--- config.mk ---
export PLATFORM = sky130hd
export DESIGN_NAME = spp_port
export DESIGN_NICKNAME = d
export VERILOG_FILES = /design/src/rtl/spp_pkg.sv /design/src/rtl/spp_pin_cell.sv /design/src/rtl/spp_port.sv /design/src/rtl/spp_sync.sv
export SDC_FILE = /design/constraint.sdc
export NUM_CORES = 1
export LEC_CHECK = 0
export ABC_CLOCK_PERIOD_IN_PS = 1400
export CAP_MARGIN = 5
export CORE_MARGIN = 2
export CORE_UTILIZATION = 45
export DETAILED_ROUTE_END_ITERATION = 8
export DONT_BUFFER_PORTS = 1
export GPL_ROUTABILITY_DRIVEN = 0
export HOLD_SLACK_MARGIN = 0.15
export PLACE_DENSITY = 0.64
export SYNTH_ARGS = -nofsm -noshare
export SYNTH_HDL_FRONTEND = slang
export SYNTH_SLANG_ARGS = --single-unit
--- constraint.sdc ---
create_clock -name clk_i -period 1.4 [get_ports clk_i]
set_input_delay 0.21 -clock clk_i [delete_from_list [all_inputs] [get_ports clk_i]]
set_output_delay 0.21 -clock clk_i [all_outputs]
set_load 0.05 [all_outputs]
--- src/rtl/spp_pkg.sv ---
// Purpose: Constants for the shared pin parallel port
// Assumes: Classic Wishbone slave, 32-bit data, one word per register
// Notes:   Offsets are byte addresses; registers hold at most 16 bits
//
// Overview of operation
// - Per pin, mux picks peripheral or port
// - Driving peripheral disables port driver, pin readable
// - Enabled idle peripheral lets port drive pin
// - Port output never loops into peripheral input
// - Direction one is input, zero is output
// - Reset makes every pin an input
// - Latch write stores, latch read returns latch
// - Level read returns pins, write hits latch
// - Unimplemented bits disabled and read zero
// - Input-only shared pin acts as dedicated
// - Open-drain bit drives low only, releases high
// - Select bit clear analog, set digital
// - Analog-capable pins reset to analog mode
// - Either converter clear makes pin analog
// - Analog pins read zero on level register
// - Digital pins are not connected to converter
package spp_pkg;

  // ----------------------------------------------------------------
  // Bus and widths
  // ----------------------------------------------------------------
  localparam int SPP_MAX_WIDTH   = 16;
  localparam int SPP_REG_W       = 16;
  localparam int SPP_ADR_W       = 5;
  localparam int SPP_DATA_W      = 32;
  localparam int SPP_SEL_W       = 4;
  localparam int SPP_SYNC_STAGES = 2;

  // ----------------------------------------------------------------
  // Register offsets
  // ----------------------------------------------------------------
  localparam logic [SPP_ADR_W-1:0] SPP_OFF_DIR    = 5'h00;
  localparam logic [SPP_ADR_W-1:0] SPP_OFF_LATCH  = 5'h04;
  localparam logic [SPP_ADR_W-1:0] SPP_OFF_LEVEL  = 5'h08;
  localparam logic [SPP_ADR_W-1:0] SPP_OFF_OD     = 5'h0c;
  localparam logic [SPP_ADR_W-1:0] SPP_OFF_C1_LOW = 5'h10;
  localparam logic [SPP_ADR_W-1:0] SPP_OFF_C1_HIGH = 5'h14;
  localparam logic [SPP_ADR_W-1:0] SPP_OFF_C2_LOW = 5'h18;
  localparam logic [SPP_ADR_W-1:0] SPP_OFF_C2_HIGH = 5'h1c;

  // ----------------------------------------------------------------
  // Reset values and default pin maps
  // ----------------------------------------------------------------
  localparam logic [SPP_REG_W-1:0] SPP_DIR_RESET    = 16'hffff;
  localparam logic [SPP_REG_W-1:0] SPP_LATCH_RESET  = 16'h0000;
  localparam logic [SPP_REG_W-1:0] SPP_OD_RESET     = 16'h0000;
  localparam logic [SPP_REG_W-1:0] SPP_ASEL_RESET   = 16'h0000;
  localparam logic [SPP_REG_W-1:0] SPP_IMPL_DEFAULT = 16'hffff;
  localparam logic [SPP_REG_W-1:0] SPP_ANA_DEFAULT  = 16'h00ff;
  localparam logic [SPP_REG_W-1:0] SPP_BANK_DEFAULT = 16'h00c0;

endpackage : spp_pkg

--- src/rtl/spp_pin_cell.sv ---
// Purpose: Output ownership and input gating for one pin
// Assumes: All inputs on clk_i, pin level already synchronized
// Notes:   Purely combinational, the top registers the results
`timescale 1ns/100ps
module spp_pin_cell (
  input  wire logic dir_i,
  input  wire logic latch_i,
  input  wire logic od_i,
  input  wire logic periph_en_i,
  input  wire logic periph_drive_i,
  input  wire logic periph_out_i,
  input  wire logic analog_i,
  input  wire logic pin_sync_i,
  input  wire logic impl_i,
  output logic      owns_o,
  output logic      port_drives_o,
  output logic      pin_out_o,
  output logic      pin_oe_o,
  output logic      periph_in_o,
  output logic      read_bit_o
);

  logic data;
  logic drive;

  // ----------------------------------------------------------------
  // Output multiplexers
  // ----------------------------------------------------------------
  assign owns_o        = impl_i & periph_en_i & periph_drive_i;
  assign data          = owns_o ? periph_out_i : latch_i;
  assign drive         = impl_i & (owns_o | ~dir_i);
  assign port_drives_o = impl_i & ~owns_o & ~dir_i;
  assign pin_out_o     = data & ~od_i;
  assign pin_oe_o      = drive & ~(od_i & data);

  // ----------------------------------------------------------------
  // Input paths
  // ----------------------------------------------------------------
  assign periph_in_o = impl_i & pin_sync_i & ~port_drives_o & ~analog_i;
  assign read_bit_o  = impl_i & pin_sync_i & ~analog_i;

endmodule : spp_pin_cell

--- src/rtl/spp_port.sv ---
// Purpose: Shared pin parallel port with Wishbone register access
// Assumes: Single clock, synchronous active high reset
// Notes:   One-cycle registered ack; pins sampled through two flops
//
// Local design decisions: the placing of the registers and the Wishbone register port.
`timescale 1ns/100ps
module spp_port
  import spp_pkg::*;
#(
  parameter int                    PORT_WIDTH   = SPP_MAX_WIDTH,
  parameter logic [PORT_WIDTH-1:0] IMPL_MASK    = SPP_IMPL_DEFAULT[PORT_WIDTH-1:0],
  parameter logic [PORT_WIDTH-1:0] ANALOG_MASK  = SPP_ANA_DEFAULT[PORT_WIDTH-1:0],
  parameter logic [PORT_WIDTH-1:0] ANALOG_BANK  = SPP_BANK_DEFAULT[PORT_WIDTH-1:0],
  parameter bit                    DUAL_CONV    = 1'b1
) (
  input  wire logic                  clk_i,
  input  wire logic                  rst_i,
  input  wire logic                  wb_cyc_i,
  input  wire logic                  wb_stb_i,
  input  wire logic                  wb_we_i,
  input  wire logic [SPP_ADR_W-1:0]  wb_adr_i,
  input  wire logic [SPP_SEL_W-1:0]  wb_sel_i,
  input  wire logic [SPP_DATA_W-1:0] wb_dat_i,
  output logic      [SPP_DATA_W-1:0] wb_dat_o,
  output logic                       wb_ack_o,
  input  wire logic [PORT_WIDTH-1:0] pin_i,
  output logic      [PORT_WIDTH-1:0] pin_o,
  output logic      [PORT_WIDTH-1:0] pin_oe_o,
  input  wire logic [PORT_WIDTH-1:0] periph_enable_i,
  input  wire logic [PORT_WIDTH-1:0] periph_drive_i,
  input  wire logic [PORT_WIDTH-1:0] periph_out_i,
  output logic      [PORT_WIDTH-1:0] periph_in_o,
  output logic      [PORT_WIDTH-1:0] analog_en_o
);

  // ----------------------------------------------------------------
  // Writable bit masks
  // ----------------------------------------------------------------
  localparam logic [PORT_WIDTH-1:0] C1_LOW_MASK  = ANALOG_MASK & IMPL_MASK & ~ANALOG_BANK;
  localparam logic [PORT_WIDTH-1:0] C1_HIGH_MASK = ANALOG_MASK & IMPL_MASK & ANALOG_BANK;
  localparam logic [PORT_WIDTH-1:0] C2_LOW_MASK  = DUAL_CONV ? C1_LOW_MASK : '0;
  localparam logic [PORT_WIDTH-1:0] C2_HIGH_MASK = DUAL_CONV ? C1_HIGH_MASK : '0;
  localparam logic [PORT_WIDTH-1:0] DIR_INIT     = SPP_DIR_RESET[PORT_WIDTH-1:0] & IMPL_MASK;

  // ----------------------------------------------------------------
  // Registers and nets
  // ----------------------------------------------------------------
  logic [PORT_WIDTH-1:0] pin_direction_reg;
  logic [PORT_WIDTH-1:0] output_latch_reg;
  logic [PORT_WIDTH-1:0] open_drain_ctrl_reg;
  logic [PORT_WIDTH-1:0] c1_analog_select_low_reg;
  logic [PORT_WIDTH-1:0] c1_analog_select_high_reg;
  logic [PORT_WIDTH-1:0] c2_analog_select_low_reg;
  logic [PORT_WIDTH-1:0] c2_analog_select_high_reg;
  logic [PORT_WIDTH-1:0] pin_sync;
  logic [PORT_WIDTH-1:0] digital_c1;
  logic [PORT_WIDTH-1:0] digital_c2;
  logic [PORT_WIDTH-1:0] analog_mode;
  logic [PORT_WIDTH-1:0] periph_owns;
  logic [PORT_WIDTH-1:0] port_drives;
  logic [PORT_WIDTH-1:0] pin_out_next;
  logic [PORT_WIDTH-1:0] pin_oe_next;
  logic [PORT_WIDTH-1:0] periph_in_next;
  logic [PORT_WIDTH-1:0] pin_level_reg;
  logic [PORT_WIDTH-1:0] rd_value;
  logic                  wr_go;
  logic                  rd_go;

  // ----------------------------------------------------------------
  // Decode helpers
  // ----------------------------------------------------------------
  function automatic logic reg_hit(input logic [SPP_ADR_W-1:0] adr,
                                   input logic [SPP_ADR_W-1:0] off);
    return {adr[SPP_ADR_W-1:2], 2'b00} == off;
  endfunction : reg_hit

  function automatic logic [PORT_WIDTH-1:0] merge(input logic [PORT_WIDTH-1:0] old,
                                                  input logic [SPP_DATA_W-1:0] wdata,
                                                  input logic [SPP_SEL_W-1:0]  sel,
                                                  input logic [PORT_WIDTH-1:0] mask);
    logic [PORT_WIDTH-1:0] res;
    res = old;
    for (int i = 0; i < PORT_WIDTH; i++) begin
      if (sel[i/8]) begin
        res[i] = wdata[i];
      end
    end
    return res & mask;
  endfunction : merge

  assign wr_go = wb_cyc_i & wb_stb_i & wb_we_i & ~wb_ack_o;
  assign rd_go = wb_cyc_i & wb_stb_i & ~wb_we_i & ~wb_ack_o;

  // ----------------------------------------------------------------
  // Pin synchronizer
  // ----------------------------------------------------------------
  spp_sync #(
    .WIDTH (PORT_WIDTH)
  ) u_sync (
    .clk_i   (clk_i),
    .async_i (pin_i),
    .sync_o  (pin_sync)
  );

  // ----------------------------------------------------------------
  // Analog mode
  // ----------------------------------------------------------------
  assign digital_c1  = (c1_analog_select_low_reg | c1_analog_select_high_reg) |
                       ~ANALOG_MASK;
  assign digital_c2  = DUAL_CONV ? ((c2_analog_select_low_reg | c2_analog_select_high_reg) |
                       ~ANALOG_MASK) : '1;
  assign analog_mode = IMPL_MASK & ANALOG_MASK & ~(digital_c1 & digital_c2);

  // ----------------------------------------------------------------
  // Pin cells
  // ----------------------------------------------------------------
  for (genvar g = 0; g < PORT_WIDTH; g++) begin : g_pin
    spp_pin_cell u_cell (
      .dir_i          (pin_direction_reg[g]),
      .latch_i        (output_latch_reg[g]),
      .od_i           (open_drain_ctrl_reg[g]),
      .periph_en_i    (periph_enable_i[g]),
      .periph_drive_i (periph_drive_i[g]),
      .periph_out_i   (periph_out_i[g]),
      .analog_i       (analog_mode[g]),
      .pin_sync_i     (pin_sync[g]),
      .impl_i         (IMPL_MASK[g]),
      .owns_o         (periph_owns[g]),
      .port_drives_o  (port_drives[g]),
      .pin_out_o      (pin_out_next[g]),
      .pin_oe_o       (pin_oe_next[g]),
      .periph_in_o    (periph_in_next[g]),
      .read_bit_o     (pin_level_reg[g])
    );
  end

  // ----------------------------------------------------------------
  // Register writes
  // ----------------------------------------------------------------
  always_ff @(posedge clk_i) begin
    if (rst_i) begin
      pin_direction_reg <= DIR_INIT;
    end else if (wr_go && reg_hit(wb_adr_i, SPP_OFF_DIR)) begin
      pin_direction_reg <= merge(pin_direction_reg, wb_dat_i, wb_sel_i, IMPL_MASK);
    end
  end

  always_ff @(posedge clk_i) begin
    if (rst_i) begin
      output_latch_reg <= SPP_LATCH_RESET[PORT_WIDTH-1:0];
    end else if (wr_go && (reg_hit(wb_adr_i, SPP_OFF_LATCH) ||
                           reg_hit(wb_adr_i, SPP_OFF_LEVEL))) begin
      output_latch_reg <= merge(output_latch_reg, wb_dat_i, wb_sel_i, IMPL_MASK);
    end
  end

  always_ff @(posedge clk_i) begin
    if (rst_i) begin
      open_drain_ctrl_reg <= SPP_OD_RESET[PORT_WIDTH-1:0];
    end else if (wr_go && reg_hit(wb_adr_i, SPP_OFF_OD)) begin
      open_drain_ctrl_reg <= merge(open_drain_ctrl_reg, wb_dat_i, wb_sel_i, IMPL_MASK);
    end
  end

  always_ff @(posedge clk_i) begin
    if (rst_i) begin
      c1_analog_select_low_reg  <= SPP_ASEL_RESET[PORT_WIDTH-1:0];
      c1_analog_select_high_reg <= SPP_ASEL_RESET[PORT_WIDTH-1:0];
    end else if (wr_go && reg_hit(wb_adr_i, SPP_OFF_C1_LOW)) begin
      c1_analog_select_low_reg <= merge(c1_analog_select_low_reg, wb_dat_i, wb_sel_i,
                                        C1_LOW_MASK);
    end else if (wr_go && reg_hit(wb_adr_i, SPP_OFF_C1_HIGH)) begin
      c1_analog_select_high_reg <= merge(c1_analog_select_high_reg, wb_dat_i, wb_sel_i,
                                         C1_HIGH_MASK);
    end
  end

  always_ff @(posedge clk_i) begin
    if (rst_i) begin
      c2_analog_select_low_reg  <= SPP_ASEL_RESET[PORT_WIDTH-1:0];
      c2_analog_select_high_reg <= SPP_ASEL_RESET[PORT_WIDTH-1:0];
    end else if (wr_go && reg_hit(wb_adr_i, SPP_OFF_C2_LOW)) begin
      c2_analog_select_low_reg <= merge(c2_analog_select_low_reg, wb_dat_i, wb_sel_i,
                                        C2_LOW_MASK);
    end else if (wr_go && reg_hit(wb_adr_i, SPP_OFF_C2_HIGH)) begin
      c2_analog_select_high_reg <= merge(c2_analog_select_high_reg, wb_dat_i, wb_sel_i,
                                         C2_HIGH_MASK);
    end
  end

  // ----------------------------------------------------------------
  // Read mux
  // ----------------------------------------------------------------
  always_comb begin
    rd_value = '0;
    case ({wb_adr_i[SPP_ADR_W-1:2], 2'b00})
      SPP_OFF_DIR:     rd_value = pin_direction_reg;
      SPP_OFF_LATCH:   rd_value = output_latch_reg;
      SPP_OFF_LEVEL:   rd_value = pin_level_reg;
      SPP_OFF_OD:      rd_value = open_drain_ctrl_reg;
      SPP_OFF_C1_LOW:  rd_value = c1_analog_select_low_reg;
      SPP_OFF_C1_HIGH: rd_value = c1_analog_select_high_reg;
      SPP_OFF_C2_LOW:  rd_value = c2_analog_select_low_reg;
      SPP_OFF_C2_HIGH: rd_value = c2_analog_select_high_reg;
      default:         rd_value = '0;
    endcase
  end

  // ----------------------------------------------------------------
  // Bus answer
  // ----------------------------------------------------------------
  always_ff @(posedge clk_i) begin
    if (rst_i) begin
      wb_ack_o <= 1'b0;
    end else begin
      wb_ack_o <= wb_cyc_i & wb_stb_i & ~wb_ack_o;
    end
  end

  always_ff @(posedge clk_i) begin
    if (rst_i) begin
      wb_dat_o <= '0;
    end else if (rd_go) begin
      wb_dat_o <= {16'h0000, SPP_REG_W'(rd_value)};
    end else begin
      wb_dat_o <= '0;
    end
  end

  // ----------------------------------------------------------------
  // Pin and peripheral outputs
  // ----------------------------------------------------------------
  always_ff @(posedge clk_i) begin
    if (rst_i) begin
      pin_o    <= '0;
      pin_oe_o <= '0;
    end else begin
      pin_o    <= pin_out_next;
      pin_oe_o <= pin_oe_next;
    end
  end

  always_ff @(posedge clk_i) begin
    if (rst_i) begin
      periph_in_o <= '0;
      analog_en_o <= '0;
    end else begin
      periph_in_o <= periph_in_next;
      analog_en_o <= analog_mode;
    end
  end
endmodule : spp_port

--- src/rtl/spp_sync.sv ---
// Purpose: Two-stage synchronizer for a vector of pin levels
// Assumes: Inputs are asynchronous to clk_i
// Notes:   Data only, no reset on the stages
`timescale 1ns/100ps
module spp_sync
  import spp_pkg::*;
#(
  parameter int WIDTH = SPP_MAX_WIDTH
) (
  input  wire logic             clk_i,
  input  wire logic [WIDTH-1:0] async_i,
  output logic      [WIDTH-1:0] sync_o
);

  logic [WIDTH-1:0] meta_reg;

  // ----------------------------------------------------------------
  // Stages
  // ----------------------------------------------------------------
  always_ff @(posedge clk_i) begin
    meta_reg <= async_i;
  end

  always_ff @(posedge clk_i) begin
    sync_o <= meta_reg;
  end

endmodule : spp_sync

Word level (Yosys, flattened, before mapping):

Cells that the tools add are included.

* register bits: 193
* bits in latches: 0
* bits in writable memories: 0
* memory bits (read-only): 0
* input bits: 110
* output and inout bits: 97
* word-level logic and storage cells: 295
* memories kept: 0

* add/subtract/negate cells: 0
* multiply operators: 0
* divide/modulo/power cells: 0
* magnitude comparators: 0
* equality and inequality tests: 7
* shift-type cells: 0
* multiplexer cells: 17
* bitwise gates (word level): 231
* reductions and logical operators: 20

Operators with widths (number)
* 16-bit case mux with 8 select lines: 1
* 1-bit AND: 118
* 1-bit NOT: 93
* 1-bit two-way mux: 16
* 1-bit bitwise OR: 16
* 6-bit by 8-bit bitwise OR with 8-bit output: 2
* 2-bit AND reduction: 8
* 3-bit equality test, second input constant: 4
* 8-bit AND: 1
* 8-bit NOT: 1
* 1-bit logical AND: 7
* 3-bit by 2-bit equality test with 1-bit output, second input constant: 2
* 3-bit AND reduction: 2
* 3-bit by 1-bit equality test with 1-bit output, second input constant: 1
* 3-bit zero test: 1
* 2-bit OR reduction: 1
* 1-bit logical OR: 1

Depth between registers and ports, before layout:

* word-level depth: 6
* depth in mapped cells: 7
* gate-level depth less buffers: 4

Modules after synthesis:

From an unflattened synthesis, not the netlist that was laid out.

* cells, all modules: 749
* area, all modules: 7332.0 um^2

By module, submodules not included
* spp_port: times used 1, cells an instance 525, area each 5230.0 um^2, sequential area each 2742.6 um^2
* spp_pin_cell: times used 16, cells an instance 12, area each 91.3 um^2, sequential area each 0.0 um^2
* spp_sync: times used 1, cells an instance 32, area each 640.6 um^2, sequential area each 640.6 um^2

Worst setup path before layout:

OpenSTA, ideal clock, no wires.

* path type: register to register
* start point: register wb_ack_o
* end point: register pin_direction_reg[6]
* setup time: 0.120 ns
* arrival: 1.618 ns
* data required time: 1.280 ns
* setup slack: -0.337 ns
* stages on the path, launching flop included: 7
* path buffers: 2
* period minus slack after synthesis: 1.737 ns
* cells stage by stage: dfxtp_1 > and4b_1 > buf_6 > nand4b_4 > buf_6 > nor2_1 > a211o_1

* longest elaborated chain between the ends: 4

RTL lines
* start: declaration: RTL line spp_port.sv:25 `output logic wb_ack_o,`
* start signal: assignment: RTL line spp_port.sv:216 `wb_ack_o <= wb_cyc_i & wb_stb_i & ~wb_ack_o;`
* 1-bit NOT: RTL line spp_port.sv:91 `assign wr_go = wb_cyc_i & wb_stb_i & wb_we_i & ~wb_ack_o;`
* 1-bit AND: RTL line spp_port.sv:91
* 1-bit logical AND: RTL line spp_port.sv:143 `end else if (wr_go && reg_hit(wb_adr_i, SPP_OFF_DIR)) begin`
* 2-bit AND reduction (no source line)
* end signal: assignment: RTL line spp_port.sv:144 `pin_direction_reg <= merge(pin_direction_reg, wb_dat_i, wb_sel_i, IMPL_MASK);`
* end: declaration: RTL line spp_port.sv:48 `logic [PORT_WIDTH-1:0] pin_direction_reg;`

Every way passes these cells.
A chain may end at the register's enable or synchronous reset.

Final worst setup path:

* start point: register wb_ack_o
* end point: register output_latch_reg[2]

* longest elaborated chain between the ends: 4

RTL lines
* 1-bit NOT: RTL line spp_port.sv:91
* 1-bit AND: RTL line spp_port.sv:91
* 1-bit logical AND: RTL line spp_port.sv:151 `end else if (wr_go && (reg_hit(wb_adr_i, SPP_OFF_LATCH) ||`
* 2-bit AND reduction (no source line)
* end signal: assignment: RTL line spp_port.sv:150 `output_latch_reg <= SPP_LATCH_RESET[PORT_WIDTH-1:0];`
* end signal: assignment: RTL line spp_port.sv:153 `output_latch_reg <= merge(output_latch_reg, wb_dat_i, wb_sel_i, IMPL_MASK);`
* end: declaration: RTL line spp_port.sv:49 `logic [PORT_WIDTH-1:0] output_latch_reg;`

Every way passes these cells.

==> metrics.csv <==
stage,metric,value,unit
synth,Post-Syn Area,6370,um2
job,MaxCap Viol Count,0,
drt,routed len/inst,18.1,um
power,P_leak,3.40,nW
power,worst vdd ir,734,uV
final_layout,"most common cell after layout, fill and taps aside",dfxtp_1,
placement,post-detailed-placement half-perimeter wirelength,9.69,mm
grt,gr usage total,21.4,%
timing,Hold WS,-0.141,ns
drt,Post-DRT Antenna Nets,0,
synth,syn_area_per_cell,10.2,um2
power,switching share of power,23.5,%
worst_setup_path,Reg2Reg Depth,6,
cts,Max Root-Sink Buffers,2,
synth,Synth async-reset ratio,0,%
floorplan,die area,15100,um2
grt,initial antenna violation count,0,
synth,post-synthesis sequential area ratio,53.1,%
timing,Layout Skew,0.00681,ns
worst_setup_path,Critical Path Start,wb_ack_o,
outcome,failing checks,"negative hold slack, negative setup slack",
worst_setup_path,Crit path required time,1.72,ns
cts,CTS Hold Buffers Added,80,
cts,clk root buf,clkbuf_16,
timing,final hold vios,53,
worst_setup_path,r2r setup slk,-0.17,ns
drt,Via density,5.42,
grt,first-pass GRT wire length,24.6,mm
drt,Total Routed Length,16.4,mm
final_layout,Post-Route Utilization,59.0,%
worst_setup_path,reg-to-reg endpoint,output_latch_reg[2],
synth,"flops & latches, synth",169,
synth,"Top FF cell, synth",dfxtp_1,
worst_setup_path,crit path capture type,register,
timing,Tmin final,1.57,ns
drt,drc violations,0,
final_layout,final std cells w/o fill,904,
timing,fmax,637,MHz
synth,yosys warns,0,
drt,Initial DRT Pass Iterations,5,
cts,Worst-path clk slew,0.06,ns
worst_setup_path,R2R Path Start,wb_ack_o,
timing,fin crit share,112,%
worst_hold_path,Worst Hold Depth,1,
timing,worst slew pin tran,0.598,ns
cts,clock sink count,169,
power,Pwr per Cell Area,1330,nW/um2
cts,CTS buffer count,17,
final_layout,area added between synthesis and finish,28.2,%
timing,final setup fails,57,
floorplan,Die X,123,um
grt,vias in the first global route,4816,
worst_setup_path,crit path max fanout,8,
cts,H-tree Lvls,4,
final_layout,# diodes,0,
drt,initial DRC count,301,
placement,IO Port Bufs,0,
outcome,status,"finished, violations left",
worst_setup_path,Critical Path AT,1.89,ns
drt,DR vias,4900,
power,Clock power frac,46.0,%
final_layout,share of layout cells above drive strength 1,15.3,%
timing,final setup margin,-0.170,ns
power,combinational power share,6.0,%
synth,Gate Count Post-Synth,625,
cts,Worst-Skew Late Latency,0.43,ns
worst_setup_path,Worst Setup EP,output_latch_reg[2],
final_layout,most frequent cells in the layout,"164 x dfxtp_1, 94 x nor2_1, 64 x dlygate4sd3_1, 62 x mux2i_1, 44 x a21oi_1",
power,Reg power frac,48.0,%
worst_setup_path,Worst setup SP type,register,
power,Psw,2.55,mW
grt,pin count of the biggest net entering global routing,131,
placement,placed cell area,6510,um2
floorplan,num rows,43,
floorplan,initial core utilization,46.1,%
floorplan,I/O pin count,207,
placement,placed insts,788,
timing,slew margin rel.,60.1,%
worst_hold_path,Hold/Removal Path Class,in -> reg,
cts,CTS tree,yes,
grt,grt ovf,0,
final_layout,post-route cell area,8160,um2
timing,final max-slew violation count,0,
synth,Synth cell types,41,
floorplan,core area,13800,um2
synth,"EDFF count, synth",0,
worst_setup_path,Setup CP Type,reg -> reg,
final_layout,Final nets,821,
placement,post-place setup slack,-0.202,ns
floorplan,die height,123,um
timing,RSZ-0062 raised after global routing,yes,
power,cell internal pwr,8.28,mW
-- repair_timing --
item	4_1_cts	5_1_grt
endpoints found under the hold margin	153	95
pin swaps	6	15
gates resized for setup	16	37
buffers inserted	2	7
endpoints found under the setup margin	68	89
-- metrics by stage --
step	power [mW]	setup TNS, ns	hold WS [ns]
2_1_floorplan	5.78	-3.14	0.238
6_report	10.8	-6.02	-0.141
3_5_place_dp	5.71	-7.70	0.238
3_3_place_gp	5.70	-5.52	0.238
4_1_cts	10.9	-7.96	-0.164
5_1_grt	11.2	-9.10	-0.162
-- power by group through the flow --
stage | sequential [mW] | clock (mW) | combinational [mW]
2_1_floorplan | 5.29 | 0 | 0.492
3_3_place_gp | 5.30 | 0 | 0.398
3_5_place_dp | 5.31 | 0 | 0.405
4_1_cts | 5.20 | 5.04 | 0.611
5_1_grt | 5.21 | 5.25 | 0.692
6_report | 5.20 | 4.98 | 0.646
-- logic make-up after synthesis --
| kind of cell | after synthesis | synth area share, % |
|---|---|---|
| buffers and inverters | 71 | 6.48 |
| flip-flops | 169 | 53.1 |
| AND/OR/NAND/NOR | 201 | 17.3 |
| other | 1 | 0.0589 |
| XOR/XNOR | 1 | 0.138 |
| AO/OA/AOI/OAI | 108 | 11.1 |
| multiplexers | 74 | 11.8 |
-- critical path, cell delays in order (launching register included) --
cell      delay [ns]
dfxtp_4         0.34
and4b_2         0.33
buf_12          0.13
and4bb_1        0.25
buf_6           0.17
mux2i_1         0.19
nor2_1          0.06
-- routing by layer --
layer  vias up  track usage [%]  share of wire (%)
met5         -                0                  0
met4         0             8.62                1.6
met3        26             6.37                7.0
met2       200             36.7                 51
met1      2357             25.1                 40
li1       2317                -                  -
-- how the worst min path moves through the flow --
stage               startpoint             endpoint  slack [ns]
floorplan             pin_i[0]   u_sync.meta_reg[0]        0.24
global route             rst_i             wb_ack_o       -0.16
finish                   rst_i             wb_ack_o       -0.14
detailed placement   pin_i[14]  u_sync.meta_reg[14]        0.24
global placement      pin_i[3]   u_sync.meta_reg[3]        0.24
CTS                      rst_i             wb_ack_o       -0.16
-- area by class of cell --
cell class | instances | area (um2)
clock inverters | 12 | 173
flip-flops and latches | 169 | 3390
clock buffers | 20 | 457
repair buffers | 104 | 1090
inverters | 11 | 41.3
fillers | 1140 | 5670
multi-input cells | 408 | 2790
well taps | 180 | 225
-- Yosys cell counts (all sizes together), types with 2 or more instances --
cell type / count / area share, %
a211o: 8 / 1.1
a211oi: 23 / 2.7
a21oi: 44 / 3.5
a221oi: 11 / 1.5
a31oi: 6 / 0.59
a32o: 2 / 0.31
a32oi: 3 / 0.41
and4b: 2 / 0.33
and4bb: 2 / 0.39
buf: 39 / 4.5
clkbuf: 21 / 1.3
dfxtp: 169 / 53
inv: 11 / 0.65
mux2: 9 / 1.6
mux2i: 65 / 10
nand2: 22 / 1.3
nand2b: 9 / 0.88
nand3: 3 / 0.24
nand4: 4 / 0.86
nand4b: 11 / 1.9
nor2: 95 / 5.7
nor2b: 13 / 1.3
nor3: 16 / 1.3
nor3b: 17 / 2.0
o21ai: 8 / 0.63
o21bai: 3 / 0.35
or3b: 3 / 0.41
No activity file was read; power rests on OpenSTA's default activity.
